==> config.mk <==
export PLATFORM = sky130hd
export DESIGN_NAME = msps_sequencer
export DESIGN_NICKNAME = d
export VERILOG_FILES = /design/src/msps_pkg.sv /design/src/msps_sync.sv /design/src/msps_range_limit.sv /design/src/msps_sequencer.sv
export VERILOG_INCLUDE_DIRS = /design/src
export SDC_FILE = /design/constraint.sdc
export NUM_CORES = 1
export LEC_CHECK = 0
export BUFFER_PORTS_ARGS = -buffer_cell sky130_fd_sc_hd__buf_2
export CORE_UTILIZATION = 55
export CTS_CLUSTER_DIAMETER = 80
export DETAILED_ROUTE_END_ITERATION = 8
export PLACE_DENSITY = 0.85
export SLEW_MARGIN = 20
export SYNTH_ARGS = -nofsm -noshare
export SYNTH_HDL_FRONTEND = slang
export SYNTH_HIERARCHICAL = 1
export SYNTH_SLANG_ARGS = --single-unit
export TNS_END_PERCENT = 20
==> constraint.sdc <==
create_clock -name aclk -period 2.7 [get_ports aclk]
set_clock_uncertainty 0.1 [all_clocks]
set_input_delay 0.27 -clock aclk [delete_from_list [all_inputs] [get_ports aclk]]
set_output_delay 0.27 -clock aclk [all_outputs]
set_load 0.03 [all_outputs]
==> src/msps_regs.svh <==
/*
 Register map, field positions, reset values and range limits of the
 multi-segment position sequencer. Assumes an 8-bit AXI4-Lite byte address.
*/
`ifndef MSPS_REGS_SVH
`define MSPS_REGS_SVH

`define MSPS_OFF_POS       8'h00
`define MSPS_OFF_SPEED     8'h04
`define MSPS_OFF_RAMP      8'h08
`define MSPS_OFF_IDLE      8'h0c
`define MSPS_OFF_DECEL1    8'h10
`define MSPS_OFF_DECEL2    8'h14
`define MSPS_OFF_TRIG      8'h18
`define MSPS_OFF_NEXT      8'h1c
`define MSPS_OFF_SRC       8'h20
`define MSPS_OFF_CTRL      8'h24
`define MSPS_OFF_STATUS    8'h28

`define MSPS_NUM_HALF      8
`define MSPS_IDX_SPEED     0
`define MSPS_IDX_RAMP      1
`define MSPS_IDX_IDLE      2
`define MSPS_IDX_DECEL1    3
`define MSPS_IDX_DECEL2    4
`define MSPS_IDX_TRIG      5
`define MSPS_IDX_NEXT      6
`define MSPS_IDX_SRC       7

`define MSPS_RST_POS       32'h0000_2710
`define MSPS_RST_SPEED     16'h01f4
`define MSPS_RST_RAMP      16'h01f4
`define MSPS_RST_IDLE      16'h0001
`define MSPS_RST_DECEL     16'h01f4
`define MSPS_RST_TRIG      16'h0001
`define MSPS_RST_NEXT      16'h0000
`define MSPS_RST_SRC       16'h0000
`define MSPS_RST_LAST_SEG  4'hf

`define MSPS_POS_MAX       32'h7fff_ffff
`define MSPS_POS_MIN       32'h8000_0001
`define MSPS_MAX_SPEED     16'h7fff
`define MSPS_MAX_MS        16'hffff
`define MSPS_MAX_IDLE      16'h7fff
`define MSPS_MAX_TRIG      16'h0003
`define MSPS_MAX_NEXT      16'h0001
`define MSPS_MAX_SRC       16'h0004

`define MSPS_TRIG_STOP_BIT 0
`define MSPS_TRIG_AUTO_BIT 1
`define MSPS_CTRL_MODE_BIT 0
`define MSPS_CTRL_LAST_LSB 4
`define MSPS_STAT_BUSY_BIT 0
`define MSPS_STAT_TRIG_BIT 1
`define MSPS_STAT_ST_LSB   2
`define MSPS_STAT_SEG_LSB  4
`define MSPS_STAT_DSEL_LSB 8
`define MSPS_LAST_SEG      4'hf

`endif

==> src/msps_pkg.sv <==
/*
 Types of the multi-segment position sequencer.
 Assumes msps_regs.svh supplies the numeric constants.
*/
`default_nettype none
package msps_pkg;
   typedef enum logic [1:0] {SQ_IDLE, SQ_ISSUE, SQ_WAIT_DONE, SQ_DWELL} msps_state_t;
   typedef enum logic [2:0] {
      SRC_STORED, SRC_ANALOG_ONE, SRC_ANALOG_TWO, SRC_ANALOG_THREE, SRC_PULSE_RATE
   } msps_src_t;
   typedef struct packed {
      logic        valid;
      logic        first;
      logic [3:0]  segment;
      logic [31:0] position;
      logic [15:0] speed;
      logic [15:0] ramp;
   } msps_cmd_t;
   typedef struct packed {
      logic [15:0] stored_first_speed;
      logic [15:0] analog_input_one;
      logic [15:0] analog_input_two;
      logic [15:0] analog_input_three;
      logic [15:0] pulse_rate;
   } msps_speed_in_t;
endpackage : msps_pkg
`default_nettype wire

==> src/msps_sync.sv <==
/*
 Two-stage synchroniser for pin inputs, width set by a parameter.
 Assumes a free-running aclk and an enable that freezes it.
*/
`timescale 1ns/100ps
`default_nettype none
module msps_sync #(
   parameter int W = 1
) (
   input  wire logic         aclk,
   input  wire logic         aresetn,
   input  wire logic         ce,
   input  wire logic [W-1:0] async_in,
   output logic      [W-1:0] sync_out
);
   typedef struct packed {
      logic [W-1:0] meta;
      logic [W-1:0] stable;
   } msps_sync_state_t;

   msps_sync_state_t s_q;
   msps_sync_state_t s_d;

   always_comb begin
      s_d.meta   = async_in;
      s_d.stable = s_q.meta;
   end

   always_ff @(posedge aclk) begin
      if (!aresetn) begin
         s_q <= '0;
      end else if (ce) begin
         s_q <= s_d;
      end
   end

   assign sync_out = s_q.stable;
endmodule : msps_sync
`default_nettype wire

==> src/msps_range_limit.sv <==
/*
 Saturating limiter: an unsigned write value above MAX becomes MAX.
 Assumes the caller has already merged byte strobes into value_in.
*/
`timescale 1ns/100ps
`default_nettype none
module msps_range_limit #(
   parameter logic [15:0] MAX = 16'hffff
) (
   input  wire logic [31:0] value_in,
   output logic      [15:0] value_out
);
   assign value_out = (value_in > {16'h0000, MAX}) ? MAX : value_in[15:0];
endmodule : msps_range_limit
`default_nettype wire

==> src/msps_sequencer.sv <==
/*
 Multi-segment position sequencer: segment-sixteen settings, deceleration
 times, trigger handling and command issue, with an AXI4-Lite register slave.
 Assumes motion logic on aclk consumes cmd pulses and reports segment_done,
 and a time base on aclk supplies one idle tick per idle time unit.
*/
// Implementation choices: register access over AXI4-Lite and the address map.
// Contract
// Segment sixteen position is signed, limited to +/-2147483647, reset 10000.
// Segment sixteen ramp time in ms takes 0 to 65535, reset 500.
// Segment sixteen idle time takes 0 to 32767, reset 1, counted in external units.
// Trigger type is two bits, 0 to 3, reset 1, effective at once.
// With stop select 0 a trigger rise starts and a trigger fall stops the sequence.
// With stop select 1 a trigger rise starts and a fall does not stop.
// With autostart select 0 and digital selection, an input change starts that segment.
// With autostart select 1 input changes start nothing; only a new trigger rise does.
// Next command waits for completion then idle time (0), or idle time after issue (1).
// First command speed comes from stored, analog one, two, three (unsupported) or pulses.
// Segment sixteen speed in rpm takes 0 to 32767, reset 500, effective at once.
// Two deceleration times in ms take 0 to 65535 each, reset 500, effective at once.
`timescale 1ns/100ps
`default_nettype none
`include "msps_regs.svh"
module msps_sequencer (
   input  wire logic                    aclk,
   input  wire logic                    aresetn,
   input  wire logic                    ce,
   input  wire logic [7:0]              s_axi_awaddr,
   input  wire logic                    s_axi_awvalid,
   output logic                         s_axi_awready,
   input  wire logic [31:0]             s_axi_wdata,
   input  wire logic [3:0]              s_axi_wstrb,
   input  wire logic                    s_axi_wvalid,
   output logic                         s_axi_wready,
   output logic [1:0]                   s_axi_bresp,
   output logic                         s_axi_bvalid,
   input  wire logic                    s_axi_bready,
   input  wire logic [7:0]              s_axi_araddr,
   input  wire logic                    s_axi_arvalid,
   output logic                         s_axi_arready,
   output logic [31:0]                  s_axi_rdata,
   output logic [1:0]                   s_axi_rresp,
   output logic                         s_axi_rvalid,
   input  wire logic                    s_axi_rready,
   input  wire logic                    sequence_trigger_input,
   input  wire logic [3:0]              digital_select_inputs,
   input  wire msps_pkg::msps_speed_in_t speed_in,
   input  wire logic                    segment_done,
   input  wire logic                    idle_time_unit_tick,
   input  wire logic [15:0]             ext_idle_time,
   output msps_pkg::msps_cmd_t          cmd,
   output logic                         seq_busy,
   output logic                         seq_halt,
   output logic                         seq_finish,
   output logic [15:0]                  first_decel_time,
   output logic [15:0]                  second_decel_time
);
   import msps_pkg::*;

   localparam logic [1:0] RESP_OKAY   = 2'h0;
   localparam logic [1:0] RESP_SLVERR = 2'h2;
   localparam logic [15:0] FMAX [`MSPS_NUM_HALF] = '{
      `MSPS_MAX_SPEED, `MSPS_MAX_MS, `MSPS_MAX_IDLE, `MSPS_MAX_MS,
      `MSPS_MAX_MS, `MSPS_MAX_TRIG, `MSPS_MAX_NEXT, `MSPS_MAX_SRC
   };

   typedef struct packed {
      logic                            awready;
      logic                            wready;
      logic                            arready;
      logic                            aw_held;
      logic                            w_held;
      logic [7:0]                      awaddr;
      logic [31:0]                     wdata;
      logic [3:0]                      wstrb;
      logic                            bvalid;
      logic [1:0]                      bresp;
      logic                            rvalid;
      logic [31:0]                     rdata;
      logic [1:0]                      rresp;
      logic [31:0]                     pos;
      logic [`MSPS_NUM_HALF-1:0][15:0] regs;
      logic                            dsel_mode;
      logic [3:0]                      last_seg;
      logic                            trig_prev;
      logic [3:0]                      dsel_prev;
      msps_state_t                     state;
      logic [3:0]                      seg;
      logic                            first;
      logic [15:0]                     idle_cnt;
      msps_cmd_t                       cmd;
      logic                            halt;
      logic                            finish;
      logic                            busy;
   } msps_top_state_t;

   msps_top_state_t s_q;
   msps_top_state_t s_d;

   logic        trig_s;
   logic [3:0]  dsel_s;
   logic [31:0] merged [`MSPS_NUM_HALF];
   logic [15:0] limited [`MSPS_NUM_HALF];
   logic [31:0] pos_merged;

   // Pins are asynchronous to aclk
   msps_sync #(.W(1)) u_trig_sync (
      .aclk     (aclk),
      .aresetn  (aresetn),
      .ce       (ce),
      .async_in (sequence_trigger_input),
      .sync_out (trig_s)
   );

   msps_sync #(.W(4)) u_dsel_sync (
      .aclk     (aclk),
      .aresetn  (aresetn),
      .ce       (ce),
      .async_in (digital_select_inputs),
      .sync_out (dsel_s)
   );

   function automatic logic [31:0] strobe_merge(input logic [31:0] old,
                                                input logic [31:0] data,
                                                input logic [3:0]  strb);
      logic [31:0] res;
      res = old;
      for (int b = 0; b < 4; b++) begin
         if (strb[b]) begin
            res[8*b +: 8] = data[8*b +: 8];
         end
      end
      return res;
   endfunction : strobe_merge

   always_comb begin
      for (int i = 0; i < `MSPS_NUM_HALF; i++) begin
         merged[i] = strobe_merge({16'h0000, s_q.regs[i]}, s_q.wdata, s_q.wstrb);
      end
      pos_merged = strobe_merge(s_q.pos, s_q.wdata, s_q.wstrb);
   end

   // Out-of-range writes saturate rather than being refused
   for (genvar g = 0; g < `MSPS_NUM_HALF; g++) begin : g_limit
      msps_range_limit #(.MAX(FMAX[g])) u_limit (
         .value_in  (merged[g]),
         .value_out (limited[g])
      );
   end

   function automatic logic [15:0] first_speed(input logic [15:0]    src,
                                               input msps_speed_in_t sp);
      logic [15:0] v;
      v = 16'h0000;
      unique case (src[2:0])
         SRC_STORED:       v = sp.stored_first_speed;
         SRC_ANALOG_ONE:   v = sp.analog_input_one;
         SRC_ANALOG_TWO:   v = sp.analog_input_two;
         SRC_ANALOG_THREE: v = 16'h0000; // No converter behind this input
         SRC_PULSE_RATE:   v = sp.pulse_rate;
         default:          v = 16'h0000;
      endcase
      return v;
   endfunction : first_speed

   always_comb begin
      logic [7:0]  ra;
      logic [7:0]  wa;
      logic        hit;
      logic        rise;
      logic        fall;
      logic        dchg;
      logic        start;
      logic        stop;
      logic        is_last;
      ra      = {s_axi_araddr[7:2], 2'b00};
      wa      = {s_q.awaddr[7:2], 2'b00};
      hit     = 1'b0;
      // Trigger edges and input changes, seen after synchronisation
      rise  = trig_s && !s_q.trig_prev;
      fall  = !trig_s && s_q.trig_prev;
      dchg  = dsel_s != s_q.dsel_prev;
      start = rise
            || (s_q.dsel_mode && !s_q.regs[`MSPS_IDX_TRIG][`MSPS_TRIG_AUTO_BIT] && dchg);
      stop  = fall && !s_q.regs[`MSPS_IDX_TRIG][`MSPS_TRIG_STOP_BIT];
      is_last = s_q.dsel_mode || (s_q.seg == s_q.last_seg);
      s_d     = s_q;
      s_d.cmd.valid = 1'b0;
      s_d.halt      = 1'b0;
      s_d.finish    = 1'b0;
      s_d.busy      = s_q.state != SQ_IDLE;

      // Address and data are taken in either order
      if (s_axi_awvalid && s_q.awready) begin
         s_d.aw_held = 1'b1;
         s_d.awaddr  = s_axi_awaddr;
      end
      if (s_axi_wvalid && s_q.wready) begin
         s_d.w_held = 1'b1;
         s_d.wdata  = s_axi_wdata;
         s_d.wstrb  = s_axi_wstrb;
      end
      if (s_q.bvalid && s_axi_bready) begin
         s_d.bvalid = 1'b0;
      end
      if (s_q.aw_held && s_q.w_held && !s_q.bvalid) begin
         if (wa == `MSPS_OFF_POS) begin
            hit = 1'b1;
            // The lone code below the symmetric range saturates
            s_d.pos = (pos_merged == 32'h8000_0000) ? `MSPS_POS_MIN : pos_merged;
         end
         for (int i = 0; i < `MSPS_NUM_HALF; i++) begin
            if (wa == `MSPS_OFF_SPEED + 8'(4 * i)) begin
               hit         = 1'b1;
               s_d.regs[i] = limited[i];
            end
         end
         if (wa == `MSPS_OFF_CTRL) begin
            hit           = 1'b1;
            s_d.dsel_mode = pos_merged[`MSPS_CTRL_MODE_BIT];
            s_d.last_seg  = pos_merged[`MSPS_CTRL_LAST_LSB +: 4];
         end
         if (wa == `MSPS_OFF_STATUS) begin
            hit = 1'b1;
         end
         s_d.aw_held = 1'b0;
         s_d.w_held  = 1'b0;
         s_d.bvalid  = 1'b1;
         s_d.bresp   = hit ? RESP_OKAY : RESP_SLVERR;
      end
      s_d.awready = !s_d.aw_held && !s_d.bvalid;
      s_d.wready  = !s_d.w_held && !s_d.bvalid;

      if (s_q.rvalid && s_axi_rready) begin
         s_d.rvalid = 1'b0;
      end
      if (s_axi_arvalid && s_q.arready) begin
         s_d.rvalid = 1'b1;
         s_d.rresp  = RESP_OKAY;
         s_d.rdata  = 32'h0000_0000;
         unique case (ra)
            `MSPS_OFF_POS:    s_d.rdata = s_q.pos;
            `MSPS_OFF_CTRL: begin
               s_d.rdata[`MSPS_CTRL_MODE_BIT]        = s_q.dsel_mode;
               s_d.rdata[`MSPS_CTRL_LAST_LSB +: 4]   = s_q.last_seg;
            end
            `MSPS_OFF_STATUS: begin
               s_d.rdata[`MSPS_STAT_BUSY_BIT]        = s_q.state != SQ_IDLE;
               s_d.rdata[`MSPS_STAT_TRIG_BIT]        = trig_s;
               s_d.rdata[`MSPS_STAT_ST_LSB +: 2]     = s_q.state;
               s_d.rdata[`MSPS_STAT_SEG_LSB +: 4]    = s_q.seg;
               s_d.rdata[`MSPS_STAT_DSEL_LSB +: 4]   = dsel_s;
            end
            default: begin
               s_d.rresp = RESP_SLVERR;
               for (int i = 0; i < `MSPS_NUM_HALF; i++) begin
                  if (ra == `MSPS_OFF_SPEED + 8'(4 * i)) begin
                     s_d.rresp = RESP_OKAY;
                     s_d.rdata = {16'h0000, s_q.regs[i]};
                  end
               end
            end
         endcase
      end
      s_d.arready = !s_d.rvalid;

      s_d.trig_prev = trig_s;
      s_d.dsel_prev = dsel_s;

      // Stop outranks a simultaneous input-change start
      if (stop) begin
         if (s_q.state != SQ_IDLE) begin
            s_d.halt = 1'b1;
         end
         s_d.state = SQ_IDLE;
      end else if (start) begin
         s_d.seg   = s_q.dsel_mode ? dsel_s : 4'h0;
         s_d.first = 1'b1;
         s_d.state = SQ_ISSUE;
      end else begin
         unique case (s_q.state)
            SQ_IDLE: begin
            end
            SQ_ISSUE: begin
               s_d.cmd.valid    = 1'b1;
               s_d.cmd.first    = s_q.first;
               s_d.cmd.segment  = s_q.seg;
               s_d.cmd.position = (s_q.seg == `MSPS_LAST_SEG) ? s_q.pos : 32'h0000_0000;
               s_d.cmd.ramp     = (s_q.seg == `MSPS_LAST_SEG) ?
                                  s_q.regs[`MSPS_IDX_RAMP] : 16'h0000;
               if (s_q.first) begin
                  s_d.cmd.speed = first_speed(s_q.regs[`MSPS_IDX_SRC], speed_in);
               end else begin
                  s_d.cmd.speed = (s_q.seg == `MSPS_LAST_SEG) ?
                                  s_q.regs[`MSPS_IDX_SPEED] : 16'h0000;
               end
               s_d.idle_cnt = (s_q.seg == `MSPS_LAST_SEG) ?
                              s_q.regs[`MSPS_IDX_IDLE] : ext_idle_time;
               s_d.state = s_q.regs[`MSPS_IDX_NEXT][0] ? SQ_DWELL : SQ_WAIT_DONE;
            end
            SQ_WAIT_DONE: begin
               if (segment_done) begin
                  s_d.state = SQ_DWELL;
               end
            end
            SQ_DWELL: begin
               if (s_q.idle_cnt == 16'h0000) begin
                  if (is_last) begin
                     s_d.finish = 1'b1;
                     s_d.state  = SQ_IDLE;
                  end else begin
                     s_d.seg   = s_q.seg + 4'h1;
                     s_d.first = 1'b0;
                     s_d.state = SQ_ISSUE;
                  end
               end else if (idle_time_unit_tick) begin
                  s_d.idle_cnt = s_q.idle_cnt - 16'h0001;
               end
            end
         endcase
      end
   end

   always_ff @(posedge aclk) begin
      if (!aresetn) begin
         s_q                          <= '0;
         s_q.pos                      <= `MSPS_RST_POS;
         s_q.regs[`MSPS_IDX_SPEED]    <= `MSPS_RST_SPEED;
         s_q.regs[`MSPS_IDX_RAMP]     <= `MSPS_RST_RAMP;
         s_q.regs[`MSPS_IDX_IDLE]     <= `MSPS_RST_IDLE;
         s_q.regs[`MSPS_IDX_DECEL1]   <= `MSPS_RST_DECEL;
         s_q.regs[`MSPS_IDX_DECEL2]   <= `MSPS_RST_DECEL;
         s_q.regs[`MSPS_IDX_TRIG]     <= `MSPS_RST_TRIG;
         s_q.regs[`MSPS_IDX_NEXT]     <= `MSPS_RST_NEXT;
         s_q.regs[`MSPS_IDX_SRC]      <= `MSPS_RST_SRC;
         s_q.last_seg                 <= `MSPS_RST_LAST_SEG;
         s_q.state                    <= SQ_IDLE;
      end else if (ce) begin
         s_q <= s_d;
      end
   end

   assign s_axi_awready     = s_q.awready;
   assign s_axi_wready      = s_q.wready;
   assign s_axi_bvalid      = s_q.bvalid;
   assign s_axi_bresp       = s_q.bresp;
   assign s_axi_arready     = s_q.arready;
   assign s_axi_rvalid      = s_q.rvalid;
   assign s_axi_rdata       = s_q.rdata;
   assign s_axi_rresp       = s_q.rresp;
   assign cmd               = s_q.cmd;
   assign seq_busy          = s_q.busy;
   assign seq_halt          = s_q.halt;
   assign seq_finish        = s_q.finish;
   // Straight to the profile generator
   assign first_decel_time  = s_q.regs[`MSPS_IDX_DECEL1];
   assign second_decel_time = s_q.regs[`MSPS_IDX_DECEL2];
endmodule : msps_sequencer
`default_nettype wire

==> run summary, run 1 <==
The cell with the largest stage delay on the worst path is sky130_fd_sc_hd__nor3_1. In this design, the largest share of critical-path delay is due to simple AND/OR/NAND/NOR gates. The portion of netlist area occupied by mux cells came out at 0.0233. The final weighted congestion of routability-driven global placement came out at roughly 1. The post-synthesis simple-gate area fraction is 0.253. Setup repair after global routing left no endpoint under its margin. The count of pins on the block boundary is 309. Entering global routing, the biggest net connects 96 pins. The final critical path time including I/O delays and setup is approximately 2700 ps.

The synthesized-area fraction occupied by ao, oa, aoi and oai cells is 0.217. The share of the Yosys chip area taken by registers is 0.362. The floorplan step set the die width to 192 um. In the final layout, the share of cells above drive strength 1 is 0.185. The final standard cell area without fillers came out at 0.0227 mm^2.

The arrival time of the worst setup path is 2980 ps. TritonCTS built the clock tree. The slew at the pin closest to its max-slew limit came out at between 800 and 900 ps. The average cell area after synthesis came out at ~7.3 um^2. The largest fanout on the critical path came out at 10. The switching share of total power came out at 0.244. The average routed wire per standard cell is about 22 um. The number of antenna violations at the first check in global routing is 4. The buffer depth of the longest clock path is 3. VDD sags by at most 409 uV. Port buffering added 286 buffers. The latest clock arrival within the worst-skew pair is 570 ps. The total global-route track usage is 0.384.

After detailed placement, the total cell area comes to 0.0209 mm^2. After detailed routing, the number of remaining DRC violations is 0. The static leakage came out at 9.12 nW. The wire length of the first global-routing pass is ~110 mm. The first detailed-routing pass ran for 6 iterations. The wire-length estimate of the detail-placed layout is 50.9 mm. The overall routed net length is just over 70 mm. The total area inside the core boundary comes to 0.0356 mm^2.

The part of the power in the clock network came out at 0.466. The relative max-transition margin came out at 0.432. The multi-input combinational cell area came out at 0.0101 mm^2. Based on the critical path, the design can be clocked at up to between 300 and 400 MHz. The vertical die dimension came out at 192 um.

The final-layout fill cell count came out at 2977. The critical setup path kind is reg2reg. The initial core utilization is 0.558. The part of the power in registers came out at 0.466.

The main combinational cell family by area after synthesis is simple AND/OR/NAND/NOR gates. The number of hold violations in the final report is 0. Of the total power, combinational logic draws 0.068. The post-CTS setup buffer count is 0. The final setup TNS is 0 ps. The iteration-0 DRC count of the detailed router is 2416. Counting flops and latches in the post-synthesis netlist gives 359. The most common library cell in the layout ignoring fill and taps is sky130_fd_sc_hd__nand2_1. The routed via count is 21000. The total area of sequential cells came out at 0.00719 mm^2. After technology mapping, the gate count stands at 2702. In the final design database the tool counted 3030 nets. The number of antenna-violating nets in the routed design came out at 0. The count of flip-flops with a built-in enable after synthesis came out at 0. The die covers approximately 0.037 mm^2. The critical path launch point type is a flip-flop. The tightest min-delay check is of the in2reg type.

The distinct cell type count of the synthesized netlist is 81. The max-cap check violation count is 0. The internal power component came out at 8.77 mW.

The area growth from synthesis to final layout came out at 14.4%. The post-synth design cell area is 0.0198 mm^2. The fraction of synthesis flops using an asynchronous set or reset pin is 0.

For this run, the leading register cell type out of synthesis is sky130_fd_sc_hd__dfxtp_1. Using the TritonRoute via totals, the vias-per-cell ratio works out to about 6.3. For this run, the number of Yosys warnings is 6.

The worst setup path is captured at a flip-flop. The period utilization is 0.983. The number of buffers and inverters on the critical path is 0. The number of levels in the clock H-tree came out at 2. The switching power is 2.83 mW. The TritonCTS buffer count came out at 39. The remaining global-route overflow is 0. The longest individual stage delay on the worst path is 700 ps. Of the total synthesized cell area, the portion taken by XOR and XNOR cells is 0.00441. The final setup violation count came out at 0. The most numerous cell type found on the critical path is sky130_fd_sc_hd__nand4b_1. The tree is rooted in a sky130_fd_sc_hd__clkbuf_16. The share of synthesized cell area in full adder, half adder and majority cells came out at 0.00126. The via count of the first global-routing pass is 19600. The run finished with clean final reports.

The clock net sink count came out at ~360. Walking the worst path, the cells encountered are nand4b_1 -> nor3_1 -> nand4b_1 -> nand2_1 -> a21oi_1. The library cells used most frequently in the layout, excluding fill and tap cells, are 520 x sky130_fd_sc_hd__nand2_1, 357 x sky130_fd_sc_hd__dfxtp_1, 286 x sky130_fd_sc_hd__buf_2, 272 x sky130_fd_sc_hd__a21oi_1, 189 x sky130_fd_sc_hd__o21ai_0. Dividing total power by cell area gives a power density of 511 mW/mm^2. The clock-pin transition on the worst setup and hold timing paths came out at 60 ps. The required time at the worst-slack endpoint is roughly 3000 ps. The number of pins exceeding their max-slew limit in the final report was 0. The floorplan has between 60 and 70 rows.
final cells by class:
| cell class | count | share of cell area |
|---|---|---|
| well taps | 461 | 0.0254 |
| flip-flops and latches | 359 | 0.317 |
| clock inverters | 14 | 0.00733 |
| inverters | 137 | 0.0230 |
| clock buffers | 56 | 0.0493 |
| multi-input cells | 1864 | 0.446 |
| repair buffers | 464 | 0.132 |
| diodes | 1 | 0.000110 |
final timing paths:
check	from	endpoint	slack (ps)	cells past startpoint
hold reg to reg	cmd[3]	cmd[3]	350	2
setup / recovery	s_q[348]	second_decel_time[3]	40	5
setup reg to reg	s_q[348]	second_decel_time[3]	40	5
hold / removal	ce	s_axi_bvalid	30	4
logic make-up (layout without fill, tap and decap cells):
group | count (synthesis) | after routing
simple gates | 1049 | 1049
compound gates | 711 | 711
buf+inv | 519 | 671
flops | 359 | 359
mux | 46 | 46
xor+xnor | 10 | 10
other cells | 6 | 47
fa+ha+maj | 2 | 2
registers in the layout (all words and copies together) (netlist names):
name                  count
cmd                      70
first_decel_time         16
s_axi_arready             1
s_axi_awready             1
s_axi_bresp               1
s_axi_bvalid              1
s_axi_rdata              32
s_axi_rresp               1
s_axi_rvalid              1
s_axi_wready              1
s_q                     205
second_decel_time        16
seq_busy                  1
seq_finish                1
seq_halt                  1
u_dsel_sync/s_d           4
u_dsel_sync/sync_out      4
u_trig_sync/s_d           1
u_trig_sync/sync_out      1
stage by stage:
step	setup WS, ps	utilization	total power, mW	std cells	hold WS, ps
final	44.7	0.638	11.6	3356	32.0
after global routing	1.11	0.638	11.9	3356	38.6
after CTS	133	0.638	11.6	3355	18.1
after detailed placement	59.8	0.587	6.21	3231	342
after global placement	217	0.586	6.20	3231	338
after floorplan	365	-	5.98	2742	298
power groups by stage:
stage	Clock, mW	Sequential (mW)	Combinational [mW]
after floorplan	0	5.50	0.485
after global placement	0	5.51	0.687
after detailed placement	0	5.51	0.700
after CTS	5.42	5.39	0.766
after global routing	5.64	5.40	0.846
final	5.41	5.40	0.790
metal layers:
layer / vias up / part of all wire / track usage
met3: 328 / 0.11 / 0.0826
li1: 9501 / - / -
met4: 4 / 0.070 / 0.257
met5: - / 0.00032 / 0
met2: 1320 / 0.45 / 0.617
met1: 9853 / 0.37 / 0.461
worst register-to-register path: cells and delay by family (launching register included):
kind | cells | cell delay [ps]
AO/OA/AOI/OAI | 1 | 100
flip-flops | 1 | 400
AND/OR/NAND/NOR | 4 | 1910
synthesized netlist by cell type, types with 9 or more instances:
master | number | area [um^2]
sky130_fd_sc_hd__a21oi_1 | 272 | 1360
sky130_fd_sc_hd__a221o_1 | 15 | 150
sky130_fd_sc_hd__a221oi_1 | 34 | 298
sky130_fd_sc_hd__a22oi_1 | 50 | 375
sky130_fd_sc_hd__a31oi_1 | 22 | 138
sky130_fd_sc_hd__and2_1 | 27 | 169
sky130_fd_sc_hd__and3_1 | 9 | 56.3
sky130_fd_sc_hd__buf_2 | 30 | 150
sky130_fd_sc_hd__buf_4 | 186 | 1400
sky130_fd_sc_hd__clkbuf_1 | 149 | 559
sky130_fd_sc_hd__dfxtp_1 | 359 | 7190
sky130_fd_sc_hd__inv_1 | 136 | 510
sky130_fd_sc_hd__mux2i_1 | 44 | 440
sky130_fd_sc_hd__nand2_1 | 520 | 1950
sky130_fd_sc_hd__nand2b_1 | 12 | 75.1
sky130_fd_sc_hd__nand3_1 | 109 | 546
sky130_fd_sc_hd__nand4_1 | 14 | 87.6
sky130_fd_sc_hd__nor2_1 | 102 | 383
sky130_fd_sc_hd__nor2b_1 | 21 | 131
sky130_fd_sc_hd__nor3_1 | 39 | 195
sky130_fd_sc_hd__nor4_1 | 74 | 463
sky130_fd_sc_hd__o211ai_1 | 48 | 360
sky130_fd_sc_hd__o21ai_0 | 189 | 946
sky130_fd_sc_hd__o22ai_1 | 9 | 56.3
sky130_fd_sc_hd__or2_1 | 31 | 194
sky130_fd_sc_hd__or2_2 | 23 | 144
sky130_fd_sc_hd__or3_1 | 12 | 75.1
sky130_fd_sc_hd__or4_1 | 16 | 120
repair_timing:
item / 4_1_cts / 5_1_grt
endpoints found under the setup margin: 0 / 2
hold endpoints to repair: 54 / 0
gates resized for setup: 0 / 1
hold buffers: 54 / 0
No activity file was read; power rests on OpenSTA's default activity.
==> inputs of run 2 (changes only) <==
--- a/config.mk
+++ b/config.mk
@@ -7,10 +7,13 @@
 export NUM_CORES = 1
 export LEC_CHECK = 0
 export BUFFER_PORTS_ARGS = -buffer_cell sky130_fd_sc_hd__buf_2
-export CORE_UTILIZATION = 55
+export CELL_PAD_IN_SITES_DETAIL_PLACEMENT = 1
+export CELL_PAD_IN_SITES_GLOBAL_PLACEMENT = 1
+export CORE_UTILIZATION = 42
 export CTS_CLUSTER_DIAMETER = 80
 export DETAILED_ROUTE_END_ITERATION = 8
-export PLACE_DENSITY = 0.85
+export PLACE_DENSITY = 0.88
+export RECOVER_POWER = 100
 export SLEW_MARGIN = 20
 export SYNTH_ARGS = -nofsm -noshare
 export SYNTH_HDL_FRONTEND = slang
==> run summary, run 2 (synthesis gave the netlist of run 1 again) <==
The routed via count came out at 21400 (+1.7%). The via count of the first global-routing pass came out at 21600 (+10%). The arrival time of the worst setup path is 3070 ps (+90 ps). The number of hold violations in the final report came out at 0 (unchanged).

The worst voltage drop across the vdd grid came out at 418 uV (+2.1%). The latest clock arrival within the worst-skew pair is 600 ps (+30 ps). The slowest stage of the critical path belongs to the cell sky130_fd_sc_hd__or4_1.

The library cell used most frequently in the layout, excluding fill and tap cells, is sky130_fd_sc_hd__nand2_1. The fraction of layout cells with a size suffix above 1 is 0.132 (-0.0526). The fraction of met1 tracks used by global routing came out at 0.420 (-0.0412). The run finished with clean final reports. The clock-pin transition on the worst setup and hold timing paths came out at 60 ps (about the same).

The longest individual stage delay on the worst path came out at 660 ps (-40 ps). The met2 routing resource usage after global routing came out at 0.576 (-0.0408). The average routed wire per standard cell is 24.4 um (+13%).

The post-detailed-route via-to-cell ratio came to 6.10 (-2.6%). The number of flip-flops in the largest register is 205 (unchanged). The number of I/O port buffers is 286 (unchanged). The period utilization is 0.989 (+0.00576). The required time at the worst-slack endpoint came out at 3100 ps (+80 ps).

Walking the worst path, the cells encountered are or4_1 -> nor4_1 -> buf_12 -> and2_1 -> nand2_1 -> a21oi_1. The iteration-0 DRC count of the detailed router is 2298 (-4.9%). The power consumption came out at 11.8 mW (+2.0%).

The area of the die was 0.0481 mm^2 (+31%). CTS placed an instance of sky130_fd_sc_hd__clkbuf_16 at the clock tree root. The wire length of the first global-routing pass is 127 mm (+17%).

The critical path launch point type is a flip-flop. The TritonCTS buffer count came out at 42 (+7.7%). The count of buffering cells on the critical path with inverters included came out at 1 (+1). s_q holds more flip-flops than any other register. The remaining global-route overflow is 0 (unchanged). In the layout the commonest cells are 520 x sky130_fd_sc_hd__nand2_1, 358 x sky130_fd_sc_hd__dfxtp_1, 272 x sky130_fd_sc_hd__a21oi_1, 189 x sky130_fd_sc_hd__o21ai_0, 159 x sky130_fd_sc_hd__clkbuf_1.

The area growth from synthesis to final layout came out at 14.1%. The initial core utilization came to 0.426 (-0.132). The largest fanout on the critical path was 20 (+10). met2 is the most crowded layer. The number of cells on the critical path came to 6 (+1).

The final worst hold slack is 26.4 ps (-5.59 ps). The final weighted congestion of routability-driven global placement is 0.998 (-1.6%). The overall routed net length was 85.5 mm (+18%). The vertical die dimension came to 219 um (+14%). Setup repair after global routing left no endpoint under its margin.

The met3 usage came to 0.0589 (-0.0237). The number of antenna violations at the first check in global routing is 2 (-2). The DRC violation count after routing is 0 (unchanged).

The final critical path time including I/O delays and setup came to 2670 ps (+15.6 ps). The clock tree from TritonCTS is done. The buffer depth of the longest clock path came out at 3 (unchanged).

The number of cells on the worst hold path is 4 (unchanged). The pin count of the biggest net entering global routing is 80 (-17%). The element type at the critical path end is a flip-flop.

The worst reg2reg path depth is 6 (+1). The total global-route track usage is 0.347 (-0.0376). The number of antenna-violating nets in the routed design is 0 (unchanged). The count of pins on the block boundary is 309 (unchanged).

The core area is 0.0466 mm^2 (+31%). The kind of path behind the tightest hold check is in2reg. The max-cap check violation count is 0 (unchanged). The worst setup path is of the reg2reg kind. The number of detailed-routing iterations run before antenna repair came out at 5 (-1). The half-perimeter wire length after placement is 59.3 mm (+16%).

The die extent in x is 219 um (+14%). The number of pins exceeding their max-slew limit in the final report is 0 (unchanged). The maximum frequency from static timing analysis is 374 MHz (-0.58%). The number of standard-cell rows in the floorplan is 79 (+14%). The relative max-transition margin came out at 0.288 (-0.145).

The clock net sink count was 359 (unchanged). In this design, the largest share of critical-path delay is due to simple AND/OR/NAND/NOR gates. The layout net count is 3033 (+0.099%).

The final setup violation count was 0 (unchanged). The number of levels in the clock H-tree came out at 2 (unchanged). The power per cell area is 522 mW/mm^2 (+2.2%). The slew at the pin closest to its max-slew limit is 1070 ps (+218 ps). The static leakage is 8.51 nW (-6.8%).
run 2: repair_timing:
action,CTS,global route
pin swaps,0,1
gates resized for setup,0,3
cloned,0,0
hold endpoints to repair,57,0
endpoints found under the setup margin,3,3
hold buffers,57,0
buffers inserted,1,1
run 2: final timing paths:
path	from	to	slack [ps]
max reg2reg	s_q[345]	s_q[236]	30
max	s_q[345]	s_q[236]	30
min reg2reg	cmd[0]	cmd[0]	350
min	ext_idle_time[9]	s_q[82]	30
run 2: through the flow:
step	setup TNS [ps]	util	area, um^2	cells	setup slack (ps)
2_1_floorplan	0	-	20000	2742	365
3_3_place_gp	0	0.451	21000	3372	117
3_5_place_dp	-6.48	0.451	21000	3372	-6.48
4_1_cts	0	0.492	22900	3502	33.0
5_1_grt	0	0.486	22600	3504	3.63
6_report	0	0.486	22600	3505	29.2
run 2: report_power, final:
part | internal [mW] | switching (mW)
clock network | 3.16 | 2.45
registers | 5.34 | 0.0618
logic | 0.302 | 0.502
run 2: layout make-up:
class                      count  area [um^2]
fill                        5898        23900
multi-input combinational   1864        10100
sequential                   359         7190
timing repair buffer         464         2740
clock buffer                  63         1230
tap                          607          759
inverter                     137          522
clock inverter                 9         86.3
antenna                        2         5.00
run 2: worst reg2reg max path, delay by kind of cell (launching register included):
family	cells	cell delay, ps
AND/OR/NAND/NOR	4	1580
flip-flops	1	410
AO/OA/AOI/OAI	1	260
buffers and inverters	1	230
run 2: layer usage:
| layer | part of all wire | vias to the layer above |
|---|---|---|
| met5 | 0 | - |
| met4 | 0.067 | 0 |
| met3 | 0.075 | 303 |
| met2 | 0.47 | 1049 |
| met1 | 0.39 | 10500 |
| li1 | - | 9497 |
